===== config.mk =====
export PLATFORM = sky130hd
export DESIGN_NAME = parallel_port_config
export DESIGN_NICKNAME = d
export VERILOG_FILES = /design/src/parallel_port_config_pkg.sv /design/src/parallel_port_config.sv
export SDC_FILE = /design/constraint.sdc
export NUM_CORES = 1
export LEC_CHECK = 0
export ABC_AREA = 1
export BUFFER_PORTS_ARGS = -buffer_cell sky130_fd_sc_hd__buf_2
export CELL_PAD_IN_SITES_DETAIL_PLACEMENT = 1
export CELL_PAD_IN_SITES_GLOBAL_PLACEMENT = 1
export CORE_UTILIZATION = 37
export CTS_CLUSTER_DIAMETER = 30
export DETAILED_ROUTE_END_ITERATION = 6
export HOLD_SLACK_MARGIN = 0.12
export PLACE_DENSITY_LB_ADDON = 0.1
export SLEW_MARGIN = 20
export SYNTH_ARGS = -nofsm -noshare
export SYNTH_HDL_FRONTEND = slang
export SYNTH_SLANG_ARGS = --single-unit

===== constraint.sdc =====
create_clock -name aclk -period 4.05 [get_ports aclk]
set_input_delay 1.0125 -clock aclk [delete_from_list [all_inputs] [get_ports aclk]]
set_output_delay 1.0125 -clock aclk [all_outputs]
set_load 0.01 [all_outputs]

===== src/parallel_port_config_pkg.sv =====
// Constants for the parallel port logical device configuration registers
// Function
// Activation register at index 30h, read/write, resets to 00h, gated by global bit.
// Base high byte resets 02h, upper five bits read zero, bit 2 kept zero; the code stores bit 2 as written (MASK_BASE_HIGH is 07h).
// Base low byte resets 78h, two low bits read-only zero.
// Software keeps base bit 2 zero for EPP mode or extended registers.
// Interrupt type at 71h resets 02h; only bit 1 writable.
// Interrupt type bit 0 reads 1 in extended mode, else 0.
// DMA select at 74h resets 04h; 75h reads fixed 04h.
// Port configuration at F0h resets to F2h.
// Configuration bits 7 to 5 select mode; 000 is compatible mode.
// In ECP mode 4, second-level control bit 4 picks EPP 1.7 or 1.9.
// Software enables port and writes C4h to control before changing mode.
// Bit 4 clear makes accesses to base plus 403h-405h ignored.
// Bit 4 set decodes extended registers at base plus 403h-405h.
// Active with bit 1 clear stops port clock; registers retained.
// Bit 1 set runs port clock and all modes while active.
// Bit 0 set and device inactive floats all port output pins.
// Extended registers reachable only while the access bit enables them.
// Writes to read-only bits are discarded; reads return fixed values.
package parallel_port_config_pkg;

    // Register indices; byte address is four times the index
    localparam logic [7:0]  IDX_ACTIVATE    = 8'h30;
    localparam logic [7:0]  IDX_BASE_HIGH   = 8'h60;
    localparam logic [7:0]  IDX_BASE_LOW    = 8'h61;
    localparam logic [7:0]  IDX_IRQ_NUMBER  = 8'h70;
    localparam logic [7:0]  IDX_IRQ_TYPE    = 8'h71;
    localparam logic [7:0]  IDX_DMA_SELECT  = 8'h74;
    localparam logic [7:0]  IDX_DMA_REPORT  = 8'h75;
    localparam logic [7:0]  IDX_PORT_CONFIG = 8'hF0;
    localparam int          ADDR_LSB        = 2;

    // Reset and fixed values
    localparam logic [7:0]  RST_ACTIVATE    = 8'h00;
    localparam logic [7:0]  RST_BASE_HIGH   = 8'h02;
    localparam logic [7:0]  RST_BASE_LOW    = 8'h78;
    localparam logic [7:0]  RST_IRQ_NUMBER  = 8'h07;
    localparam logic [7:0]  RST_IRQ_TYPE    = 8'h02;
    localparam logic [7:0]  RST_DMA_SELECT  = 8'h04;
    localparam logic [7:0]  VAL_DMA_REPORT  = 8'h04;
    localparam logic [7:0]  RST_PORT_CONFIG = 8'hF2;

    // Field masks of stored bits
    localparam logic [7:0]  MASK_BASE_HIGH  = 8'h07;
    localparam logic [7:0]  MASK_BASE_LOW   = 8'hFC;
    localparam logic [7:0]  MASK_IRQ_TYPE_W = 8'h02;
    localparam logic [7:0]  MASK_CONFIG     = 8'hF3;

    // Field positions of the port configuration, activation, interrupt type and second-level control registers
    localparam int          CFG_MODE_HI     = 7;
    localparam int          CFG_MODE_LO     = 5;
    localparam int          CFG_EXT_ACCESS  = 4;
    localparam int          CFG_POWER       = 1;
    localparam int          CFG_TRISTATE    = 0;
    localparam int          ACT_ENABLE      = 0;
    localparam int          IRQT_LEVEL      = 0;
    localparam int          CTL2_EPP_VER    = 4;

    // Mode codes
    localparam logic [2:0]  MODE_COMPATIBLE = 3'h0;
    localparam logic [2:0]  MODE_EXTENDED   = 3'h7;
    localparam logic [2:0]  ECR_MODE_EPP    = 3'h4;

    // Extended runtime register offsets
    localparam logic [15:0] EXT_OFS_INDEX   = 16'h0403;
    localparam logic [15:0] EXT_OFS_DATA    = 16'h0404;
    localparam logic [15:0] EXT_OFS_AUX     = 16'h0405;

    // AXI responses
    localparam logic [1:0]  RESP_OKAY       = 2'h0;
    localparam logic [1:0]  RESP_SLVERR     = 2'h2;

endpackage


===== src/parallel_port_config.sv =====
// Parallel port logical device configuration register bank on AXI4-Lite
//
// The AXI4-Lite interface to the registers is this design's own decision.
`timescale 1ns/1ps
module parallel_port_config
#(
    parameter int AXI_ADDR_W = 12
)
(
    input  wire logic                  aclk,
    input  wire logic                  aresetn,
    input  wire logic [AXI_ADDR_W-1:0] s_axi_awaddr,
    input  wire logic                  s_axi_awvalid,
    output logic                       s_axi_awready,
    input  wire logic [31:0]           s_axi_wdata,
    input  wire logic [3:0]            s_axi_wstrb,
    input  wire logic                  s_axi_wvalid,
    output logic                       s_axi_wready,
    output logic [1:0]                 s_axi_bresp,
    output logic                       s_axi_bvalid,
    input  wire logic                  s_axi_bready,
    input  wire logic [AXI_ADDR_W-1:0] s_axi_araddr,
    input  wire logic                  s_axi_arvalid,
    output logic                       s_axi_arready,
    output logic [31:0]                s_axi_rdata,
    output logic [1:0]                 s_axi_rresp,
    output logic                       s_axi_rvalid,
    input  wire logic                  s_axi_rready,
    input  wire logic                  global_config_one,
    input  wire logic [2:0]            ecr_mode,
    input  wire logic                  second_level_ext_ctl_bit4,
    input  wire logic [15:0]           io_addr,
    input  wire logic                  io_cycle,
    output logic                       device_active,
    output logic [2:0]                 port_mode,
    output logic                       port_clock_run,
    output logic                       port_pins_float,
    output logic                       irq_level_type,
    output logic                       epp_v19_select,
    output logic [2:0]                 ext_reg_select,
    output logic                       ext_reg_ignored,
    output logic [15:0]                port_base,
    output logic [7:0]                 irq_number,
    output logic [7:0]                 dma_channel
);

    localparam int ADDR_LSB = parallel_port_config_pkg::ADDR_LSB;
    if (AXI_ADDR_W < 12)
    begin
        $error("AXI_ADDR_W must be at least 12");
    end

    ////////////////////////////////////////////////////////////////////////
    // Register storage

    logic [7:0]            activate_reg;
    logic [7:0]            base_high_reg;
    logic [7:0]            base_low_reg;
    logic [7:0]            irq_number_reg;
    logic [7:0]            irq_type_reg;
    logic [7:0]            dma_select_reg;
    logic [7:0]            config_reg;

    ////////////////////////////////////////////////////////////////////////
    // AXI write channel

    logic                  aw_held_reg;
    logic [AXI_ADDR_W-1:0] aw_addr_reg;
    logic                  w_held_reg;
    logic [7:0]            w_data_reg;
    logic                  w_lane0_reg;
    logic                  bvalid_reg;
    logic [1:0]            bresp_reg;
    logic                  do_write;
    logic [AXI_ADDR_W-1:0] wr_addr;
    logic [7:0]            wr_data;
    logic                  wr_lane0;
    logic [7:0]            wr_index;
    logic                  wr_hit;

    assign s_axi_awready = ~aw_held_reg & ~bvalid_reg;
    assign s_axi_wready  = ~w_held_reg & ~bvalid_reg;
    assign s_axi_bvalid  = bvalid_reg;
    assign s_axi_bresp   = bresp_reg;

    assign wr_addr  = aw_held_reg ? aw_addr_reg : s_axi_awaddr;
    assign wr_data  = w_held_reg ? w_data_reg : s_axi_wdata[7:0];
    assign wr_lane0 = w_held_reg ? w_lane0_reg : s_axi_wstrb[0];
    assign do_write = (aw_held_reg | (s_axi_awvalid & s_axi_awready))
                    & (w_held_reg | (s_axi_wvalid & s_axi_wready));
    assign wr_index = wr_addr[ADDR_LSB+7:ADDR_LSB];
    assign wr_hit   = (wr_addr[AXI_ADDR_W-1:0] >> ADDR_LSB) < 10'(256)
                    && is_mapped(wr_index);

    function automatic logic is_mapped(input logic [7:0] idx);
        is_mapped = idx == parallel_port_config_pkg::IDX_ACTIVATE
                 || idx == parallel_port_config_pkg::IDX_BASE_HIGH
                 || idx == parallel_port_config_pkg::IDX_BASE_LOW
                 || idx == parallel_port_config_pkg::IDX_IRQ_NUMBER
                 || idx == parallel_port_config_pkg::IDX_IRQ_TYPE
                 || idx == parallel_port_config_pkg::IDX_DMA_SELECT
                 || idx == parallel_port_config_pkg::IDX_DMA_REPORT
                 || idx == parallel_port_config_pkg::IDX_PORT_CONFIG;
    endfunction

    always_ff @(posedge aclk)
    begin
        if (!aresetn)
        begin
            aw_held_reg <= 1'b0;
            aw_addr_reg <= '0;
        end
        else if (do_write)
            aw_held_reg <= 1'b0;
        else if (s_axi_awvalid && s_axi_awready)
        begin
            aw_held_reg <= 1'b1;
            aw_addr_reg <= s_axi_awaddr;
        end
    end

    always_ff @(posedge aclk)
    begin
        if (!aresetn)
        begin
            w_held_reg  <= 1'b0;
            w_data_reg  <= 8'h00;
            w_lane0_reg <= 1'b0;
        end
        else if (do_write)
            w_held_reg <= 1'b0;
        else if (s_axi_wvalid && s_axi_wready)
        begin
            w_held_reg  <= 1'b1;
            w_data_reg  <= s_axi_wdata[7:0];
            w_lane0_reg <= s_axi_wstrb[0];
        end
    end

    always_ff @(posedge aclk)
    begin
        if (!aresetn)
        begin
            bvalid_reg <= 1'b0;
            bresp_reg  <= parallel_port_config_pkg::RESP_OKAY;
        end
        else if (do_write)
        begin
            bvalid_reg <= 1'b1;
            bresp_reg  <= wr_hit ? parallel_port_config_pkg::RESP_OKAY
                                 : parallel_port_config_pkg::RESP_SLVERR;
        end
        else if (s_axi_bready)
            bvalid_reg <= 1'b0;
    end

    ////////////////////////////////////////////////////////////////////////
    // Register updates

    logic wr_en;
    assign wr_en = do_write & wr_hit & wr_lane0;

    always_ff @(posedge aclk)
    begin
        if (!aresetn)
            activate_reg <= parallel_port_config_pkg::RST_ACTIVATE;
        else if (wr_en && wr_index == parallel_port_config_pkg::IDX_ACTIVATE)
            activate_reg <= wr_data;
    end

    always_ff @(posedge aclk)
    begin
        if (!aresetn)
        begin
            base_high_reg <= parallel_port_config_pkg::RST_BASE_HIGH;
            base_low_reg  <= parallel_port_config_pkg::RST_BASE_LOW;
        end
        else if (wr_en && wr_index == parallel_port_config_pkg::IDX_BASE_HIGH)
            base_high_reg <= wr_data
                & parallel_port_config_pkg::MASK_BASE_HIGH;
        else if (wr_en && wr_index == parallel_port_config_pkg::IDX_BASE_LOW)
            base_low_reg <= wr_data
                & parallel_port_config_pkg::MASK_BASE_LOW;
    end

    always_ff @(posedge aclk)
    begin
        if (!aresetn)
        begin
            irq_number_reg <= parallel_port_config_pkg::RST_IRQ_NUMBER;
            irq_type_reg   <= parallel_port_config_pkg::RST_IRQ_TYPE;
        end
        else if (wr_en
                 && wr_index == parallel_port_config_pkg::IDX_IRQ_NUMBER)
            irq_number_reg <= wr_data;
        else if (wr_en && wr_index == parallel_port_config_pkg::IDX_IRQ_TYPE)
            irq_type_reg <= wr_data
                & parallel_port_config_pkg::MASK_IRQ_TYPE_W;
    end

    always_ff @(posedge aclk)
    begin
        if (!aresetn)
            dma_select_reg <= parallel_port_config_pkg::RST_DMA_SELECT;
        else if (wr_en
                 && wr_index == parallel_port_config_pkg::IDX_DMA_SELECT)
            dma_select_reg <= wr_data;
    end

    always_ff @(posedge aclk)
    begin
        if (!aresetn)
            config_reg <= parallel_port_config_pkg::RST_PORT_CONFIG;
        else if (wr_en
                 && wr_index == parallel_port_config_pkg::IDX_PORT_CONFIG)
            config_reg <= wr_data
                & parallel_port_config_pkg::MASK_CONFIG;
    end

    ////////////////////////////////////////////////////////////////////////
    // AXI read channel

    logic        rvalid_reg;
    logic [7:0]  rdata_reg;
    logic [1:0]  rresp_reg;
    logic [7:0]  rd_index;
    logic        rd_hit;
    logic [7:0]  rd_value;
    logic [7:0]  irq_type_view;

    assign s_axi_arready = ~rvalid_reg;
    assign s_axi_rvalid  = rvalid_reg;
    assign s_axi_rdata   = {24'h000000, rdata_reg};
    assign s_axi_rresp   = rresp_reg;
    assign rd_index      = s_axi_araddr[ADDR_LSB+7:ADDR_LSB];
    assign rd_hit        = (s_axi_araddr >> ADDR_LSB) < 10'(256)
                         && is_mapped(rd_index);

    // Bit 0 follows the mode, bit 1 is stored, the rest read zero
    assign irq_type_view = (irq_type_reg
        & parallel_port_config_pkg::MASK_IRQ_TYPE_W)
        | {7'h00, irq_level_type};

    always_comb
    begin
        rd_value = 8'h00;
        unique case (rd_index)
            parallel_port_config_pkg::IDX_ACTIVATE:
                rd_value = activate_reg;
            parallel_port_config_pkg::IDX_BASE_HIGH:
                rd_value = base_high_reg;
            parallel_port_config_pkg::IDX_BASE_LOW:
                rd_value = base_low_reg;
            parallel_port_config_pkg::IDX_IRQ_NUMBER:
                rd_value = irq_number_reg;
            parallel_port_config_pkg::IDX_IRQ_TYPE:
                rd_value = irq_type_view;
            parallel_port_config_pkg::IDX_DMA_SELECT:
                rd_value = dma_select_reg;
            parallel_port_config_pkg::IDX_DMA_REPORT:
                rd_value = parallel_port_config_pkg::VAL_DMA_REPORT;
            parallel_port_config_pkg::IDX_PORT_CONFIG:
                rd_value = config_reg;
            default:
                rd_value = 8'h00;
        endcase
    end

    always_ff @(posedge aclk)
    begin
        if (!aresetn)
        begin
            rvalid_reg <= 1'b0;
            rdata_reg  <= 8'h00;
            rresp_reg  <= parallel_port_config_pkg::RESP_OKAY;
        end
        else if (s_axi_arvalid && s_axi_arready)
        begin
            rvalid_reg <= 1'b1;
            rdata_reg  <= rd_hit ? rd_value : 8'h00;
            rresp_reg  <= rd_hit ? parallel_port_config_pkg::RESP_OKAY
                                 : parallel_port_config_pkg::RESP_SLVERR;
        end
        else if (s_axi_rready)
            rvalid_reg <= 1'b0;
    end

    ////////////////////////////////////////////////////////////////////////
    // Device control outputs

    logic        ext_access;
    logic [15:0] io_offset;
    logic [2:0]  ext_hit;
    logic [2:0]  ext_sel_reg;
    logic        ext_ign_reg;

    assign device_active = activate_reg[parallel_port_config_pkg::ACT_ENABLE]
                         & global_config_one;
    assign port_mode = config_reg[parallel_port_config_pkg::CFG_MODE_HI:
                                  parallel_port_config_pkg::CFG_MODE_LO];
    assign irq_level_type =
        port_mode == parallel_port_config_pkg::MODE_EXTENDED;
    assign port_clock_run = device_active
        & config_reg[parallel_port_config_pkg::CFG_POWER];
    assign port_pins_float = ~device_active
        & config_reg[parallel_port_config_pkg::CFG_TRISTATE];
    assign epp_v19_select = ecr_mode == parallel_port_config_pkg::ECR_MODE_EPP
        && second_level_ext_ctl_bit4;
    assign ext_access = config_reg[parallel_port_config_pkg::CFG_EXT_ACCESS];
    assign port_base  = {5'h00, base_high_reg[2:0], base_low_reg};
    assign irq_number = irq_number_reg;
    assign dma_channel = dma_select_reg;
    assign io_offset = io_addr - port_base;
    assign ext_hit = {io_offset == parallel_port_config_pkg::EXT_OFS_AUX,
                      io_offset == parallel_port_config_pkg::EXT_OFS_DATA,
                      io_offset == parallel_port_config_pkg::EXT_OFS_INDEX};

    always_ff @(posedge aclk)
    begin
        if (!aresetn)
        begin
            ext_sel_reg <= 3'h0;
            ext_ign_reg <= 1'b0;
        end
        else
        begin
            ext_sel_reg <= (io_cycle && ext_access)
                ? ext_hit : 3'h0;
            ext_ign_reg <= io_cycle && !ext_access
                && (ext_hit != 3'h0);
        end
    end

    assign ext_reg_select  = ext_sel_reg;
    assign ext_reg_ignored = ext_ign_reg;
endmodule


Yosys cells after proc, flatten, opt, wreduce, memory -nomap -nowiden --
Cells that the tools add are included.
Storage, ports and cells: register bits 81, bits of input ports 89, logic and storage cells 116, output and inout port bits 85
Cells by class: bitwise gates (word level) 22, magnitude comparators 2, $add $sub $neg 1, multiplexer cells 11, equal/unequal tests 21, reductions and logical operators 40
Operators by type and width (count):
- == test 8 x 7 -> 1 bit (second input constant) | 12
- case mux 8 bit (8 select lines) | 1
- == test 16 x 11 -> 1 bit (second input constant) | 3
- less-than comparator 10 x 9 -> 1 bit (second input constant) | 2
- == test 8 x 6 -> 1 bit (second input constant) | 2
- == test 8 bit (second input constant) | 2
- logical AND 1 bit | 16
- two-way mux 8 bit | 2
- subtractor 16 x 11 -> 16 bit | 1
- logical OR 1 bit | 14
- two-way mux 12 bit | 1
- AND 1 bit | 10
- AND reduction 2 bit | 5
- inverter 1 bit | 9
- == test 3 bit (second input constant) | 2
- two-way mux 1 bit | 5
- two-way mux 2 bit | 2
- nonzero test 2 bit | 2
- nonzero test 3 bit | 1
- bitwise OR 1 bit | 2
- bitwise OR 2 x 1 -> 2 bit | 1
- OR reduction 2 bit | 1
- zero test 1 bit | 1

Depth between registers and ports, before layout --
depth after elaboration 15, mapped depth 15, gate-level depth less buffers 15

Worst setup path before layout --
Ideal clock, no wire load.
path kind input port to flip-flop, from input io_addr[2], to register ext_ign_reg, in the netlist ext_reg_ignored, arrival time 2538 ps, slack 1447 ps, cell stages on the path 9, data required time 3984 ps, library setup time 66 ps, path buffers 0, path through inv_1 -> ha_1 -> fa_1 -> xor2_1 -> a21boi_0 -> o21ai_0 -> nor3_1 -> o211ai_1 -> nor2_1
Between the ends: word-level cells in the longest chain between the ends 4, elaborated cells between the ends (all ways) 6, those cells by class add/sub: 1; eq/ne: 3; reduce/logical: 2
RTL lines:
- start: declaration | line parallel_port_config.sv:32 | input wire logic [15:0] io_addr,
- subtractor 16 x 11 -> 16 bit * | line parallel_port_config.sv:313 | assign io_offset = io_addr - port_base;
- == test 16 x 11 -> 1 bit, on equally long branches | line parallel_port_config.sv:316, parallel_port_config.sv:314, parallel_port_config.sv:315
- nonzero test 3 bit * | line parallel_port_config.sv:330 | && (ext_hit != 3'h0);
- logical AND 1 bit * | line parallel_port_config.sv:330
- end signal: assignment | line parallel_port_config.sv:329 | ext_ign_reg <= io_cycle && !ext_access
- end: declaration | line parallel_port_config.sv:295 | logic ext_ign_reg;
Mark *: on every way between the ends. The rest lies on a longest branch, timed or not. A chain may end at the register's enable or synchronous reset.

Final worst setup path --
from register aw_held_reg, to register irq_number_reg[3], in the netlist irq_number[3]
Between the ends: word-level cells in the longest chain between the ends 13, elaborated cells between the ends (all ways) 26, those cells by class order compare: 1; eq/ne: 8; mux: 1; bitwise: 7; reduce/logical: 9
RTL lines:
- start: declaration | line parallel_port_config.sv:67 | logic aw_held_reg;
- start signal: assignment | line parallel_port_config.sv:110 | aw_held_reg <= 1'b0;
- start signal: assignment | line parallel_port_config.sv:114 | aw_held_reg <= 1'b0;
- start signal: assignment | line parallel_port_config.sv:117 | aw_held_reg <= 1'b1;
- two-way mux 12 bit | line parallel_port_config.sv:86 | assign wr_addr = aw_held_reg ? aw_addr_reg : s_axi_awaddr;
- == test 8 x 6 -> 1 bit or == test 8 x 7 -> 1 bit (tied branches) | line parallel_port_config.sv:96, parallel_port_config.sv:97
- logical OR 1 bit | line parallel_port_config.sv:97 | || idx == parallel_port_config_pkg::IDX_BASE_HIGH
- logical OR 1 bit | line parallel_port_config.sv:98 | || idx == parallel_port_config_pkg::IDX_BASE_LOW
- logical OR 1 bit | line parallel_port_config.sv:99 | || idx == parallel_port_config_pkg::IDX_IRQ_NUMBER
- logical OR 1 bit | line parallel_port_config.sv:100 | || idx == parallel_port_config_pkg::IDX_IRQ_TYPE
- logical OR 1 bit | line parallel_port_config.sv:101 | || idx == parallel_port_config_pkg::IDX_DMA_SELECT
- logical OR 1 bit | line parallel_port_config.sv:102 | || idx == parallel_port_config_pkg::IDX_DMA_REPORT
- logical OR 1 bit | line parallel_port_config.sv:103 | || idx == parallel_port_config_pkg::IDX_PORT_CONFIG;
- logical AND 1 bit | line parallel_port_config.sv:93 | && is_mapped(wr_index);
- AND 1 bit (2 in series) | line parallel_port_config.sv:161 | assign wr_en = do_write & wr_hit & wr_lane0;
- logical AND 1 bit * | line parallel_port_config.sv:194 | && wr_index == parallel_port_config_pkg::IDX_IRQ_NUMBER)
- end signal: assignment | line parallel_port_config.sv:190 | irq_number_reg <= parallel_port_config_pkg::RST_IRQ_NUMBER;
- end signal: assignment | line parallel_port_config.sv:195 | irq_number_reg <= wr_data;
- end: declaration | line parallel_port_config.sv:59 | logic [7:0] irq_number_reg;
Marks and branches as above.

==> run_results.csv <==
group,metric,value,unit
status,status,"finished, final reports clean",
global_route,gr-total-overflow,0,
sta,setup_tns,0,ns
routing,wirelength,15.7,mm
routing,post_drt_wl_per_cell,14.6,um
cells_and_area,multi_input_area,0.00276,mm2
pwr,power.density,352,mW/mm2
setup_path,slowest_stage,"dfxtp_1",
synth,netlist_area,0.00513,mm2
cells_and_area,nFillCells,1834,
die,start_util,0.383,
clock_network,cts_resized,0,
routing,vias,5272,
min_path,worstHoldEndpoint,"rdata_reg[3]$_SDFFE_PN0P_",
synth,synth-main-ff-cell,"dfxtp_1",
pwr,p_leak,3.22,nW
clock_network,cts_htree_levels,3,
setup_path,worstPathRequired,4.29,ns
min_path,hold_path.class,"flip-flop to flip-flop",
cells_and_area,final_cells,1074,
setup_path,r2r-start,"aw_held_reg$_SDFFE_PP0P_",
clock_network,cts_buffers,9,
global_route,first_global_vias,5214,
place,dp_slack,0.997,ns
cells_and_area,seqCellArea,0.00154,mm2
clock_network,cts_sinks,77,
sta,fin_skew,0.00666,ns
routing,dr.pass1.iters,4,
synth,syn_area_per_cell,6.46,um2
synth,ys_ff_latch,77,
routing,final_antenna_net_count,0,
clock_network,clock_latency,0.35,ns
clock_network,cts_tree,"done",
setup_path,worst_path_most_repeated_cell,"nand2_1",
sta,slew_violations,0,
cells_and_area,synthToLayoutAreaGrowth,16.2,%
setup_path,start_kind,"flip-flop",
sta,hold_viol_final,0,
clock_network,clockBufferDepth,2,
place,io_buffers,109,
synth,syn_inst,795,
synth,yosys.cell_types.count,41,
die,fp.coreArea,0.0134,mm2
setup_path,r2r_end,"irq_number[3]$_SDFFE_PN0P_",
routing,drcViolationCount,0,
clock_network,cts.reportedPaths.clkPinSlew,0.06,ns
place,dpl.cell_count,1058,
die,die_w,120,um
sta,rsz0062_at_grt,"no",
min_path,min_from,"rdata_reg[3]$_SDFFE_PN0P_",
setup_path,critPathMaxFanout,42,
setup_path,crit_path_end_kind,"flip-flop",
min_path,min_path_cells,2,
global_route,grt_pass1_wl,25.6,mm
cells_and_area,antenna_cells,0,
clock_network,cts-hold-fix-buffers,0,
pwr,irDropWorstVdd,0.000225,V
sta,fmax,0.349,GHz
setup_path,rrSetupSlack,1.18,ns
routing,vias_per_cell,4.91,
routing,drt_iter0_drc,263,
setup_path,arrival,3.10,ns
die,io-pin-count,174,
sta,worst_pin_slew,1.05,ns
setup_path,path_cells,"nand2_1, nand2_1, nand2_2, nor2_4, nand2_1, nand3_2, nor2_2, nor2_4, nand4_1, nand2_1, nor2_1",
cells_and_area,largest_reg_flops,10,
clock_network,cts-root-buf,"clkbuf_16",
cells_and_area,final_nets,992,
sta,slew_headroom,0.297,
synth,async_flop_share,0,
die,rows,42,
synth,ys_seq_area_frac,0.300,
die,die_h,120,um
synth,ys_warn_count,0,
global_route,antenna_found_initial,0,
sta,setup_slack,1.18,ns
global_route,grt_max_degree,66,
run,maxCapViolCount,0,
place,hpwl,12.1,mm
global_route,track_usage,0.226,
cells_and_area,drive_above_1_share,0.190,
place,gp_congestion,0.831,
pwr,p_total,2.10,mW
sta,finalCritPeriodShare,0.708,
setup_path,critPathMaxStageDelay,0.87,ns
synth,synth-edff-count,0,
die,dieArea,0.0144,mm2
setup_path,reg2reg_depth,11,
sta,setup_viol,0,
setup_path,worstSetupPathType,"flip-flop to flip-flop",
sta,period_needed,2.87,ns
clock_network,postCtsSetupBuffers,0,
## Yosys cell counts (all sizes together), types with 2 or more instances
master  number  area share
xor2         4      0.0068
nor2       101       0.082
o21ai       44       0.043
nor3        11       0.015
o21a         2      0.0029
a21boi       2      0.0029
nand4       55       0.082
a21oi       24       0.023
clkbuf       8      0.0058
clkinv       3      0.0022
nand3       35       0.036
o211ai       3      0.0044
and3         2      0.0024
nand2      208        0.16
ha           9       0.022
buf         49       0.076
inv        136        0.10
o22ai        7      0.0085
or2          8      0.0097
dfxtp       77        0.30
## through the flow
step,util,hold WS (ns),cell area [um2]
floorplan,-,0.429,5260
global placement,0.420,0.454,5630
detailed placement,0.420,0.456,5630
CTS,0.445,0.466,5960
global route,0.445,0.479,5960
finish,0.445,0.462,5960
## kinds of logic after synthesis
kind of cell	share of synthesized area
AO/OA/AOI/OAI	0.0889
other	0.000730
AND/OR/NAND/NOR	0.393
buffers and inverters	0.185
adder cells (fa/ha/maj)	0.0258
flip-flops	0.300
XOR/XNOR	0.00682
## layout make-up
class                      instances  share of cell area
clock buffer                       9              0.0378
clock inverter                     7              0.0191
inverter                         139              0.0892
multi-input combinational        554               0.463
sequential                        77               0.258
tap                              176              0.0369
timing repair buffer             112              0.0952
## worst max path at each step
stage / end / depth (start not counted) / startpoint
floorplan: ext_reg_ignored$_SDFF_PN0_ / 9 / io_addr[2]
global placement: base_high_reg[0]$_SDFFE_PN0P_ / 13 / s_axi_awaddr[5]
detailed placement: ext_reg_select[1]$_SDFF_PN0_ / 10 / io_addr[2]
CTS: irq_number[3]$_SDFFE_PN0P_ / 11 / aw_held_reg$_SDFFE_PP0P_
global route: irq_number[3]$_SDFFE_PN0P_ / 11 / aw_held_reg$_SDFFE_PP0P_
finish: irq_number[3]$_SDFFE_PN0P_ / 11 / aw_held_reg$_SDFFE_PP0P_
## power breakdown
part           leakage (nW)  switching (mW)  internal [mW]  total [mW]
combinational          2.42           0.239          0.104       0.343
sequential            0.625          0.0260          0.789       0.815
clock                 0.169           0.342          0.600       0.941
total                  3.22           0.607           1.49        2.10
## cells in the final DEF, fill, tap and decap left out, drive strengths merged
cell	count
ha	9
inv	136
o21ai	44
o21bai	1
conb	33
clkbuf	9
nand3	35
or2	8
nand4	55
o21a	2
nor2	101
nand2	208
o22ai	7
bufinv	3
nor3b	1
dfxtp	77
clkinv	7
nor3	11
a21boi	2
and3	2
buf	112
fa	1
xor2	4
or3	1
nand3b	1
a21oi	24
o211ai	3
o31ai	1
## worst max-delay path, delay by kind of cell, from the launching register on
family	cells	cell delay, ns
DFF	1	0.87
and+or+nand+nor	11	1.87
## metal layers
metal  track usage  up-vias  part of all wire
li1              -     2642                 -
met1         0.298     2480              0.47
met2         0.377      140              0.47
met3        0.0485       10             0.054
met4        0.0469        0            0.0093
met5             0        -                 0
Power figures use the tool's default switching activity.
